`config.mk`:
```
export PLATFORM = sky130hd
export DESIGN_NAME = flash_key_margin
export DESIGN_NICKNAME = d
export VERILOG_FILES = /design/src/flash_key_margin_pkg.sv /design/src/flash_key_margin.sv
export VERILOG_INCLUDE_DIRS = /design/src
export SDC_FILE = /design/constraint.sdc
export NUM_CORES = 1
export LEC_CHECK = 0
export ABC_AREA = 1
export ABC_CLOCK_PERIOD_IN_PS = 1860
export BUFFER_PORTS_ARGS = -buffer_cell sky130_fd_sc_hd__buf_2
export CAP_MARGIN = 40
export CORE_ASPECT_RATIO = 0.75
export CORE_UTILIZATION = 57
export CTS_BUF_LIST = sky130_fd_sc_hd__clkbuf_4
export DETAILED_ROUTE_END_ITERATION = 8
export GPL_ROUTABILITY_DRIVEN = 0
export PLACE_DENSITY = 0.83
export SLEW_MARGIN = 15
export SYNTH_ARGS = -nofsm -noshare
export SYNTH_HDL_FRONTEND = slang
export SYNTH_SLANG_ARGS = --single-unit
```
`constraint.sdc`:
```
create_clock -name mclk -period 1.86 [get_ports mclk]
set_clock_uncertainty 0.2 [all_clocks]
set_input_delay 0.093 -clock mclk [delete_from_list [all_inputs] [get_ports mclk]]
set_output_delay 0.093 -clock mclk [all_outputs]
set_load 0.02 [all_outputs]
```
`src/flash_key_margin_params.svh`:
```
// constants for the flash key and margin command block
// assumes inclusion by bare name from the design, checker and bench files
`ifndef FLASH_KEY_MARGIN_PARAMS_SVH
`define FLASH_KEY_MARGIN_PARAMS_SVH
`define CMD_VERIFY_KEY      8'h0c
`define CMD_USER_MARGIN     8'h0d
`define CMD_FACTORY_MARGIN  8'h0e
`define IDX_KEY_LAST        3'h4
`define IDX_MARGIN_LAST     3'h2
`define KEY_ENABLED_CODE    2'h2
`define SEC_UNSECURED_CODE  2'h2
`define KEY_STORE_BASE      24'h000400
`define MARGIN_NORMAL       16'h0000
`define MARGIN_USER_MAX     16'h0002
`define MARGIN_FACTORY_MAX  16'h0004
`define COMPLETE_RESET      1'b1
`define SEC_RESET_CODE      2'h1
`define INDEX_RESET         3'h0
`define BLOCK_RESET         8'h00
`define PARAM_RESET         16'h0000
`endif

```
`src/flash_key_margin_pkg.sv`:
```
// types shared by the flash key and margin command block
// assumes nothing beyond a systemverilog compiler
package flash_key_margin_pkg;
  typedef enum logic [3:0] {
    ST_IDLE  = 4'b0001,
    ST_CHECK = 4'b0010,
    ST_KEY   = 4'b0100,
    ST_DONE  = 4'b1000
  } seq_state_t;
endpackage : flash_key_margin_pkg

```
`src/flash_key_margin.sv`:
```
// flash command sequencer: backdoor key verify, user and factory margin level
// assumes software writes params only while cmd_complete_flag is set; stored keys on a plain input
`timescale 1ns/1ps
`include "flash_key_margin_params.svh"

// How it works
// software loads code 0x0c at index 0, key words at indices 1 to 4.
// clearing the command-complete flag launches the loaded command.
// key verify proceeds only when key-enable equals 10, otherwise access error.
// each key word is compared with the stored key starting at 0x0400.
// all keys matching releases security.
// mismatch sets access error and locks out key verify until reset.
// key verify launched with index other than 100 gives access error.
// command-complete flag sets when key verify finishes, whatever the result.
// software runs the key verify routine from ram.
// user margin: code 0x0d plus address at indices 0,1, setting at 2.
// user margin applies the level to later reads of the block, then completes.
// user margin accepts only settings 0, 1 and 2.
// factory margin uses code 0x0e with the same layout.
// factory margin applies the level to later reads of the block, then completes.
// factory margin also accepts settings 3 and 4.
// margin commands launched with index other than 010 give access error.
// margin commands not allowed in the current mode give access error.
// margin commands with an invalid block address give access error.
// margin commands with an out-of-range setting give access error.
// software uses factory margins only for initial factory verify.
// released security reads as the unsecured code 10.
// software writes no register while a command runs.
// lockout and margin level return to unlocked and normal on reset.
module flash_key_margin #(
  parameter int NUM_BLOCKS = 1,
  parameter logic [7:0] BLOCK_BASE_HI = 8'h00
) (
  input  wire logic        mclk,
  input  wire logic        reset_n,
  input  wire logic        param_wr,
  input  wire logic [2:0]  param_index,
  input  wire logic [7:0]  cmd_param_high_byte,
  input  wire logic [7:0]  cmd_param_low_byte,
  input  wire logic        cmd_complete_clear,
  input  wire logic        access_error_clear,
  input  wire logic [1:0]  key_access_enable,
  input  wire logic [1:0]  security_init,
  input  wire logic [63:0] stored_key,
  input  wire logic        margin_cmd_allowed,
  output logic             cmd_complete_flag,
  output logic             access_error_flag,
  output logic [1:0]       security_state,
  output logic [2:0]       margin_level,
  output logic [7:0]       margin_block,
  output logic             key_locked
);

  logic [15:0] param_reg [0:4];
  flash_key_margin_pkg::seq_state_t state_reg;
  flash_key_margin_pkg::seq_state_t state_next;
  logic        complete_reg;
  logic        complete_next;
  logic        error_reg;
  logic        error_next;
  logic [1:0]  sec_reg;
  logic [1:0]  sec_next;
  logic        sec_loaded_reg;
  logic        sec_loaded_next;
  logic [2:0]  margin_reg;
  logic [2:0]  margin_next;
  logic [7:0]  mblock_reg;
  logic [7:0]  mblock_next;
  logic        lock_reg;
  logic        lock_next;
  logic [2:0]  index_reg;
  logic [2:0]  index_next;

  // a key word is 16 bits; the high byte sits at the address base + 2*k
  function automatic logic [15:0] stored_word(input logic [63:0] keys, input int k);
    stored_word = keys[k*16 +: 16];
  endfunction : stored_word

  // the factory command accepts the user settings and the two factory ones above them
  function automatic logic margin_setting_ok(input logic factory, input logic [15:0] setting);
    if (factory) begin
      margin_setting_ok = (setting <= `MARGIN_FACTORY_MAX);
    end else begin
      margin_setting_ok = (setting <= `MARGIN_USER_MAX);
    end
  endfunction : margin_setting_ok

  wire [7:0]  cmd_code    = param_reg[0][15:8];
  wire [23:0] global_addr = {param_reg[0][7:0], param_reg[1]};
  wire [15:0] margin_set  = param_reg[2];
  wire        is_key      = (cmd_code == `CMD_VERIFY_KEY);
  wire        is_user     = (cmd_code == `CMD_USER_MARGIN);
  wire        is_factory  = (cmd_code == `CMD_FACTORY_MARGIN);
  wire        is_margin   = is_user | is_factory;

  // key stored at KEY_STORE_BASE; comparison walks the four words
  logic [3:0] key_match;
  genvar g;
  generate
    for (g = 0; g < 4; g++) begin : g_key
      assign key_match[g] = (param_reg[g+1] == stored_word(stored_key, g));
    end
  endgenerate
  wire keys_ok = &key_match;

  // each refusal is a named term, so a refused launch traces back to one cause
  wire        key_bad_index = (index_reg != `IDX_KEY_LAST);
  wire        key_disabled  = (key_access_enable != `KEY_ENABLED_CODE);
  wire        key_err       = key_bad_index | key_disabled | lock_reg;

  // the block window is compared at 32 bits so base plus count cannot wrap
  wire [31:0] addr_hi       = {24'h000000, global_addr[23:16]};
  wire [31:0] range_lo      = {24'h000000, BLOCK_BASE_HI};
  wire [31:0] range_hi      = range_lo + 32'(NUM_BLOCKS);
  wire        addr_ok       = (addr_hi >= range_lo) && (addr_hi < range_hi);
  wire        set_ok        = margin_setting_ok(is_factory, margin_set);
  wire        m_bad_index   = (index_reg != `IDX_MARGIN_LAST);
  wire        m_bad_mode    = ~margin_cmd_allowed;
  wire        m_bad_addr    = ~addr_ok;
  wire        m_bad_set     = ~set_ok;
  wire        margin_err    = m_bad_index | m_bad_mode | m_bad_addr | m_bad_set;
  wire        unknown_cmd   = ~is_key & ~is_margin;
  wire        cmd_err       = (is_key & key_err) | (is_margin & margin_err) | unknown_cmd;

  wire launch = cmd_complete_clear & complete_reg;

  // idle, check, key compare only for an accepted key command, then done raises the flag
  always_comb begin
    state_next = state_reg;
    case (state_reg)
      flash_key_margin_pkg::ST_IDLE: begin
        if (launch) begin
          state_next = flash_key_margin_pkg::ST_CHECK;
        end
      end
      flash_key_margin_pkg::ST_CHECK: begin
        if (is_key && !cmd_err) begin
          state_next = flash_key_margin_pkg::ST_KEY;
        end else begin
          state_next = flash_key_margin_pkg::ST_DONE;
        end
      end
      flash_key_margin_pkg::ST_KEY: begin
        state_next = flash_key_margin_pkg::ST_DONE;
      end
      flash_key_margin_pkg::ST_DONE: begin
        state_next = flash_key_margin_pkg::ST_IDLE;
      end
      default: begin
        state_next = flash_key_margin_pkg::ST_IDLE;
      end
    endcase
  end

  wire in_check = (state_reg == flash_key_margin_pkg::ST_CHECK);
  wire in_key   = (state_reg == flash_key_margin_pkg::ST_KEY);
  wire in_done  = (state_reg == flash_key_margin_pkg::ST_DONE);
  wire raise_err = (in_check & cmd_err) | (in_key & ~keys_ok);

  // index and parameter array; writes while busy are ignored as software must not make them
  wire param_open = param_wr & complete_reg;
  assign index_next = param_open ? param_index : index_reg;

  always_ff @(posedge mclk or negedge reset_n) begin
    if (!reset_n) begin
      index_reg <= `INDEX_RESET;
    end else begin
      index_reg <= index_next;
    end
  end

  for (g = 0; g < 5; g++) begin : g_param
    wire word_sel = param_open & (param_index == 3'(g));
    always_ff @(posedge mclk or negedge reset_n) begin
      if (!reset_n) begin
        param_reg[g] <= `PARAM_RESET;
      end else if (word_sel) begin
        param_reg[g] <= {cmd_param_high_byte, cmd_param_low_byte};
      end
    end
  end

  always_ff @(posedge mclk or negedge reset_n) begin
    if (!reset_n) begin
      state_reg <= flash_key_margin_pkg::ST_IDLE;
    end else begin
      state_reg <= state_next;
    end
  end

  // next values for every status register; the clocked blocks below only load them
  always_comb begin
    complete_next = complete_reg;
    if (in_done) begin
      complete_next = 1'b1;
    end else if (launch) begin
      complete_next = 1'b0;
    end
  end

  // hardware set wins over a software clear in the same cycle
  always_comb begin
    error_next = error_reg;
    if (raise_err) begin
      error_next = 1'b1;
    end else if (access_error_clear) begin
      error_next = 1'b0;
    end
  end

  // lockout is sticky: only reset lifts it
  always_comb begin
    lock_next = lock_reg;
    if (in_key && !keys_ok) begin
      lock_next = 1'b1;
    end
  end

  // security is copied from its input on the first clock after release, never under reset,
  // so the reset branch stays a constant
  always_comb begin
    sec_next        = sec_reg;
    sec_loaded_next = 1'b1;
    if (!sec_loaded_reg) begin
      sec_next = security_init;
    end else if (in_key && keys_ok) begin
      sec_next = `SEC_UNSECURED_CODE;
    end
  end

  // a refused margin command leaves level and block as they were
  always_comb begin
    margin_next = margin_reg;
    mblock_next = mblock_reg;
    if (in_check && is_margin && !cmd_err) begin
      margin_next = margin_set[2:0];
      mblock_next = global_addr[23:16];
    end
  end

  always_ff @(posedge mclk or negedge reset_n) begin
    if (!reset_n) begin
      complete_reg <= `COMPLETE_RESET;
    end else begin
      complete_reg <= complete_next;
    end
  end

  always_ff @(posedge mclk or negedge reset_n) begin
    if (!reset_n) begin
      error_reg <= 1'b0;
    end else begin
      error_reg <= error_next;
    end
  end

  always_ff @(posedge mclk or negedge reset_n) begin
    if (!reset_n) begin
      lock_reg <= 1'b0;
    end else begin
      lock_reg <= lock_next;
    end
  end

  always_ff @(posedge mclk or negedge reset_n) begin
    if (!reset_n) begin
      sec_reg <= `SEC_RESET_CODE;
    end else begin
      sec_reg <= sec_next;
    end
  end

  always_ff @(posedge mclk or negedge reset_n) begin
    if (!reset_n) begin
      sec_loaded_reg <= 1'b0;
    end else begin
      sec_loaded_reg <= sec_loaded_next;
    end
  end

  always_ff @(posedge mclk or negedge reset_n) begin
    if (!reset_n) begin
      margin_reg <= 3'(`MARGIN_NORMAL);
    end else begin
      margin_reg <= margin_next;
    end
  end

  always_ff @(posedge mclk or negedge reset_n) begin
    if (!reset_n) begin
      mblock_reg <= `BLOCK_RESET;
    end else begin
      mblock_reg <= mblock_next;
    end
  end

  assign cmd_complete_flag = complete_reg;
  assign access_error_flag = error_reg;
  assign security_state    = sec_reg;
  assign margin_level      = margin_reg;
  assign margin_block      = mblock_reg;
  assign key_locked        = lock_reg;

endmodule : flash_key_margin

```
==> results of run 1 <==
per-stage QoR:
stage               std cells  total power [W]  cell area (µm²)  TNS (ns)   util
CTS                       966          0.00379             6300         0  0.729
detailed placement        922          0.00264             5880         0  0.681
floorplan                 714          0.00243             5200         0      -
global placement          922          0.00263             5880         0  0.681
global route              969          0.00391             6390   -0.0427  0.741
finish                    969          0.00379             6390         0  0.741
routing by layer:
metal / up-vias / GRT usage
met1: 2230 / 0.379
met2: 194 / 0.513
met4: 0 / 0.0994
li1: 2436 / -
met5: - / 0
met3: 38 / 0.0744
worst paths after layout:
kind / slack, ns / cells past startpoint / from / to
setup / recovery: 0.05 / 11 / cmd_code[1]$_DFFE_PN0P_ / margin_block[1]$_DFFE_PN0P_
hold / removal: 0.03 / 3 / reset_n / state_reg[1]$_DFFE_PN0P_
setup reg to reg: 0.05 / 11 / cmd_code[1]$_DFFE_PN0P_ / margin_block[1]$_DFFE_PN0P_
hold reg to reg: 0.28 / 2 / margin_block[2]$_DFFE_PN0P_ / margin_block[2]$_DFFE_PN0P_
max in group asynchronous: 1.01 / 3 / reset_n / margin_set[1]$_DFFE_PN0P_
min in group mclk: 0.05 / 8 / key_access_enable[0] / state_reg[2]$_DFFE_PN0P_
power breakdown:
part,internal [W],switching (W),total [W]
Sequential,0.00227,0.00000347,0.00227
Clock,0.000429,0.000708,0.00114
Combinational,0.000163,0.000214,0.000377
synth_stat cells:
master,instances
nand2_1,243
inv_1,117
dfrtp_1,101
nor2_1,93
o21ai_0,78
xor2_1,19
clkbuf_1,14
nand3_1,14
a21oi_1,4
nor3_1,4
o21ai_1,4
dfstp_2,3
nor2_2,3
nor3_2,2
nor4_1,2
o211ai_1,2
a32o_1,1
buf_2,1
buf_6,1
conb_1,1
nand2_2,1
nand4_1,1
nand4_2,1
o21ai_2,1
o31ai_1,1
or2_1,1
or2_2,1
logic make-up after synthesis:
group,after synthesis,share of synthesized area
AO/OA/AOI/OAI,91,0.0908
XOR/XNOR,19,0.0320
buffers and inverters,133,0.0978
flip-flops,104,0.502
other,1,0.000722
AND/OR/NAND/NOR,366,0.277
worst min-delay path, cell delays in order:
cell and delay [ns]:
dlygate4sd3_1 0.53, buf_4 0.11, buf_12 0.40
area by class of cell:
cell class                      count  share of cell area
Tap cell                          108              0.0211
Clock inverter                      5             0.00763
Timing Repair Buffer              146               0.142
Inverter                          117              0.0687
Clock buffer                       11              0.0129
Sequential cell                   104               0.408
Multi-Input combinational cell    478               0.339
what timing repair did:
item                                   CTS  global route
cloned                                   0             1
endpoints found under the hold margin  193             0
buffers inserted                         0             2
setup endpoints to repair                1            16
resized for setup                        1            22
pin swaps                                0             5
hold buffers                            28             0
==> run metrics, run 1 <==
synth warn=0; largest net degree at the start of global routing=105; flip-flop and latch area=2610 µm²; max FFs per register=32; Initial Util=0.602; total length of routed wires=13400 µm; nets=949; post-synthesis sequential area ratio=0.502; Post-Syn Area=5200 µm²; All-Layer GR Usage=0.301; RSZ-0062 raised after global routing=yes; Residual DRC=8; Worst VDD drop=between 0.0003 and 0.0004 V; max-capacitance violation count=0; Post-Place Setup Slack=0.00666 ns; CP Buf/Inv Count=5; slew of the pin with the lowest slew margin=0.540 ns; worst skew pair latency=between 0.4 and 0.5 ns; Chip Height=about 85 µm; Die ar.=between 9000 and 10000 µm²; CORE AREA=8640 µm²; Final Setup Violations=0; Worst path top cell family by delay=simple AND/OR/NAND/NOR gates; worst-case clock buffer depth=2; crit-path cells=inv_1, nand2_1, inv_1, nor2_2, inv_1, o21ai_2, nor2_2, buf_4, nand4_2, nand2_1, inv_1; met2 WL=6400 µm; Fillers=637; first-pass GRT wire length=21700 µm; Via density=5.05; ANT nets after route=0; I/O Pins=109; DRT Pass-1 Iters=7; footprint of the multi-input gates=about 2200 µm²; failing checks=DRC; P&R area growth vs syn=23.1%; Worst path slowest cell=dfrtp_1; CTS H-tree lvls=3; Die W=112 µm; Num CTS Buffers=9; Peak Freq=0.553 GHz; CTS sink count=between 100 and 150; initial antenna violation count=0; CP Class=flip-flop to flip-flop; final hold vios=0; CP max stage delay=around 0.44 ns; gr ovfl total=0; Synthesized Nets=around 810; crit share post-route=0.972; post-detail-place hpwl=9020 µm; Slew HR=0.640; Synth area leader=dfrtp_1; Yosys cell types=27; clock-pin slew on the worst setup and hold paths=0.14 ns; Synth top area share=0.486; cell area power density=just under 600 nW/µm²; DR vias=about 4900; crit path launch type=flip-flop; ANT cells=0; critical path peak fanout=5; num rows=29; met1 WL=5800 µm; layout cells sized above 1=0.186; fin worst setup slack=0.0528 ns; number of I/O port buffers=108; commonest non-fill, non-tap cell in the layout=nand2_1; Synth area leaders=dfrtp_1 49%, nand2_1 18%, inv_1 8.5%; Tmin final=1.81 ns; Synth Register Bits=104; Leak=3.57 nW; routed wl met3=848 µm; CP Capture Type=flip-flop; Clock Tree Root=clkbuf_4; Syn Area/Cell=~7.3 µm²; outcome=finished, violations left; critical path arrival=1.97 ns; Hold WC Path Type=input pin to asynchronous set/reset pin; Hold Slack=0.0283 ns; synthesized instance count=714; most frequent cells in the layout=239 x nand2_1, 117 x inv_1, 107 x buf_2, 99 x dfrtp_1, 85 x nor2_1; Max Slew Vio Count=0; Worst path most repeated cell=inv_1; Highest Signal Layer=met4; CTS tree=built; Iter 0 DRT Violations=between 300 and 400; vias in the first global route=4730; routed len/inst=13.9 µm; worst endpoint required time=2.02 ns
(Power assumes the default switching activity.)
==> run 2: changes to the inputs <==
ABC_AREA = unset   (was 1)
CORE_UTILIZATION = 56   (was 57)
PLACE_DENSITY = 0.82   (was 0.83)
==> run 2 against run 1 <==
Compared with the run above:
- the flow finishes with violations (setup timing)
- global-route usage rose by 1.1 points
- via count decreased by 22%
- clock power up 7%
- critical endpoint is now margin_level[1]$_DFFE_PN0P_
- die area down 6.1%
- sequential cell count unchanged
- setup slack lost 0.32 ns
- area after synthesis shrank 7.9%
- largest cell class unchanged
- register-to-register slack got worse by 0.32 ns
- total power grew 13%
- synthesized cell count is 50% lower
- cell area is 2.9% higher
- critical path depth shrank 5
==> run metrics, run 2 <==
outcome=finished, violations left; failing checks=setup timing; Post-Place Setup Slack=-0.197 ns (-0.204 ns); crit share post-route=1.14 (+0.172); critical path peak fanout=4 (-1); gr ovfl total=0 (unchanged); num rows=28 (-3.4%); most frequent cells in the layout=107 x buf_2, 99 x dfrtp_1, 67 x mux2_2, 62 x xnor2_1, 42 x dlygate4sd3_1; layout cells sized above 1=0.507 (+0.321); DR vias=3796 (-22%); Simple-Gate Fraction of Synth Area=0.0965 (-0.181); Via density=5.74 (+14%); fin worst setup slack=-0.267 ns (-0.320 ns); crit path launch type=flip-flop; slew of the pin with the lowest slew margin=0.539 ns (-0.00107 ns); vias in the first global route=3842 (-19%); cell area power density=649 nW/µm² (+9.6%); worst endpoint required time=2.03 ns (about the same); synth warn=0 (unchanged); Slew HR=0.641 (+0.000710); Reg-to-Reg Start=addr_hi[4]$_DFFE_PN0P_; main combinational cell family by area after synthesis=multiplexers; Leak=3.16 nW (-11%); max FFs per register=32 (unchanged); routed len/inst=21.0 µm (+52%); CORE AREA=8090 µm² (-6.3%); mux cell area share after synthesis=0.208 (+0.208); crit path from=addr_hi[4]$_DFFE_PN0P_; DRT Pass-1 Iters=4 (-3); ANT cells=0 (unchanged); Num CTS Buffers=9 (unchanged); All-Layer GR Usage=0.312 (+0.0110); Synth Area in Compound Gates=0.0238 (-0.0670); Max Slew Vio Count=0 (unchanged); commonest non-fill, non-tap cell in the layout=buf_2; most numerous cell in the Yosys netlist=dfrtp_1; EDFF count, synth=0 (unchanged); post-detail-place hpwl=8680 µm (-3.9%); Clock Tree Root=clkbuf_4; Syn Area/Cell=13.4 µm² (+84%); dominant synthesized flop cell=dfrtp_1; Synth area leaders=dfrtp_1 53%, mux2_2 20%, xnor2_1 12%; TNS Setup=-3.51 ns (-3.51 ns); Async S/R FF share, synth=1.00 (unchanged); Synth top area share=0.528 (+0.0417); max-capacitance violation count=0 (unchanged); Residual DRC=0 (-8); ANT nets after route=0 (unchanged); first-pass GRT wire length=19800 µm (-8.6%); Fillers=450 (-29%); Iter 0 DRT Violations=232 (-40%); worst-case clock buffer depth=2 (unchanged); post-synthesis sequential area ratio=0.545 (+0.0430); initial antenna violation count=0 (unchanged); Tmin final=2.13 ns (+0.320 ns); total length of routed wires=13900 µm (+3.4%); post-synthesis xor/xnor area fraction=0.117 (+0.0851); Synth Register Bits=104 (unchanged); Hold WC Path Type=input pin to flip-flop; CP Capture Type=flip-flop; Chip Height=82.1 µm (-3.1%); Worst VDD drop=0.000462 V (+23%); P&R area growth vs syn=37.5%; Post-Syn Area=4790 µm² (-7.9%); Final Setup Violations=36 (+36); final hold vios=0 (unchanged); Peak Freq=0.470 GHz (-15%); critical path arrival=2.29 ns (+0.32 ns); Post-Layout Inst Area=6580 µm² (+2.9%); Die ar.=8920 µm² (-6.1%); largest net degree at the start of global routing=40 (-62%); CTS tree=built; RSZ-0062 raised after global routing=yes; clock-pin slew on the worst setup and hold paths=0.17 ns (+0.03 ns); Synthesized Nets=450 (-44%); Die W=109 µm (-3.1%); CTS sink count=104 (unchanged); HP Start=stored_key[33]; final core occ=0.813 (+0.0729); CP Class=flip-flop to flip-flop; I/O Pins=109 (unchanged); adder-cell share of the synthesized area=0 (unchanged); Initial Util=0.591 (-0.0103); CTS H-tree lvls=3 (unchanged); Hold Slack=0.0308 ns (+0.00252 ns); worst skew pair latency=0.49 ns (+0.03 ns); placed cell areas=5740 µm² (-2.3%); synthesized instance count=357 (-50%); Post-synth top cells=101 x dfrtp_1, 83 x mux2_2, 64 x xnor2_1, 19 x nand4_1, 9 x nand2_1; Yosys cell types=43 (+59%); Synth area leader=dfrtp_1; nets=644 (-32%); number of I/O port buffers=108 (unchanged)
## run 2: changes by cell type in the layout (fill, tap and decap cells not counted), sizes merged, moves of 16 or more
cell   delta
mux2     +86
buf      +27
nand4    +16
inv     -113
xnor2    +64
xor2     -19
nand2   -235
nor2     -87
o21ai    -79
## run 2: worst paths after layout
check,end,slack [ns],depth (start not counted)
worst max register to register,margin_level[1]$_DFFE_PN0P_,-0.27,6
worst min register to register,margin_block[2]$_DFFE_PN0P_,0.32,1
worst max-delay path,margin_level[1]$_DFFE_PN0P_,-0.27,6
min in group asynchronous,param_reg[22]$_DFFE_PN0P_,0.46,3
worst min-delay path,security_state[1]$_DFFE_PN0P_,0.03,6
max in group asynchronous,param_reg[31]$_DFFE_PN0P_,0.42,4
## run 2: kinds of logic (layout without fill, tap and decap cells)
kind of cell | Yosys count | in the layout
and+or+nand+nor | 75 | 75
AOI/OAI and AO/OA | 16 | 16
buffers and inverters | 9 | 208
DFF | 104 | 104
xor gates and xnor gates | 64 | 64
muxes | 88 | 88
other | 1 | 1
## run 2: final cells by class
type	count	area [µm²]	share of cell area
multi-input combinational	244	2320	0.353
tap	105	131	0.0200
clock inverter	7	80.1	0.0122
timing repair buffer	189	1360	0.207
sequential	104	2610	0.396
clock buffer	9	67.6	0.0103
inverter	3	11.3	0.00171
## run 2: repair_timing
item                                    4_1_cts  5_1_grt
pin swaps                                    17       12
gates cloned                                  0        2
endpoints found under the setup margin       16       80
resized for setup                            20       24
hold buffers                                 42        0
buffers inserted                              3        4
endpoints found under the hold margin       195        0
## run 2: through the flow
step / power [W] / cells
3_3_place_gp: 0.00295 / 594
6_report: 0.00427 / 661
5_1_grt: 0.00443 / 661
3_5_place_dp: 0.00297 / 594
4_1_cts: 0.00424 / 655
2_1_floorplan: 0.00267 / 357
## run 2: where the power goes
| part | internal [W] | switching [W] |
|---|---|---|
| Clock | 0.000421 | 0.000799 |
| Combinational | 0.000347 | 0.000282 |
| Sequential | 0.00235 | 0.0000733 |
| Total | 0.00312 | 0.00115 |
## run 2: worst max-delay path, stage by stage (launching register included)
cell and delay, ns:
dfrtp_1 0.43, nor4_1 0.38, nand4_1 0.22, nor2_1 0.20, o2111ai_1 0.12, buf_4 0.18, mux2_4 0.29
## run 2: layer usage
| metal | track usage | part of all wire |
|---|---|---|
| met1 | 0.386 | 0.40 |
| met2 | 0.525 | 0.49 |
| met3 | 0.0937 | 0.084 |
| met4 | 0.105 | 0.031 |
| met5 | 0 | 0 |
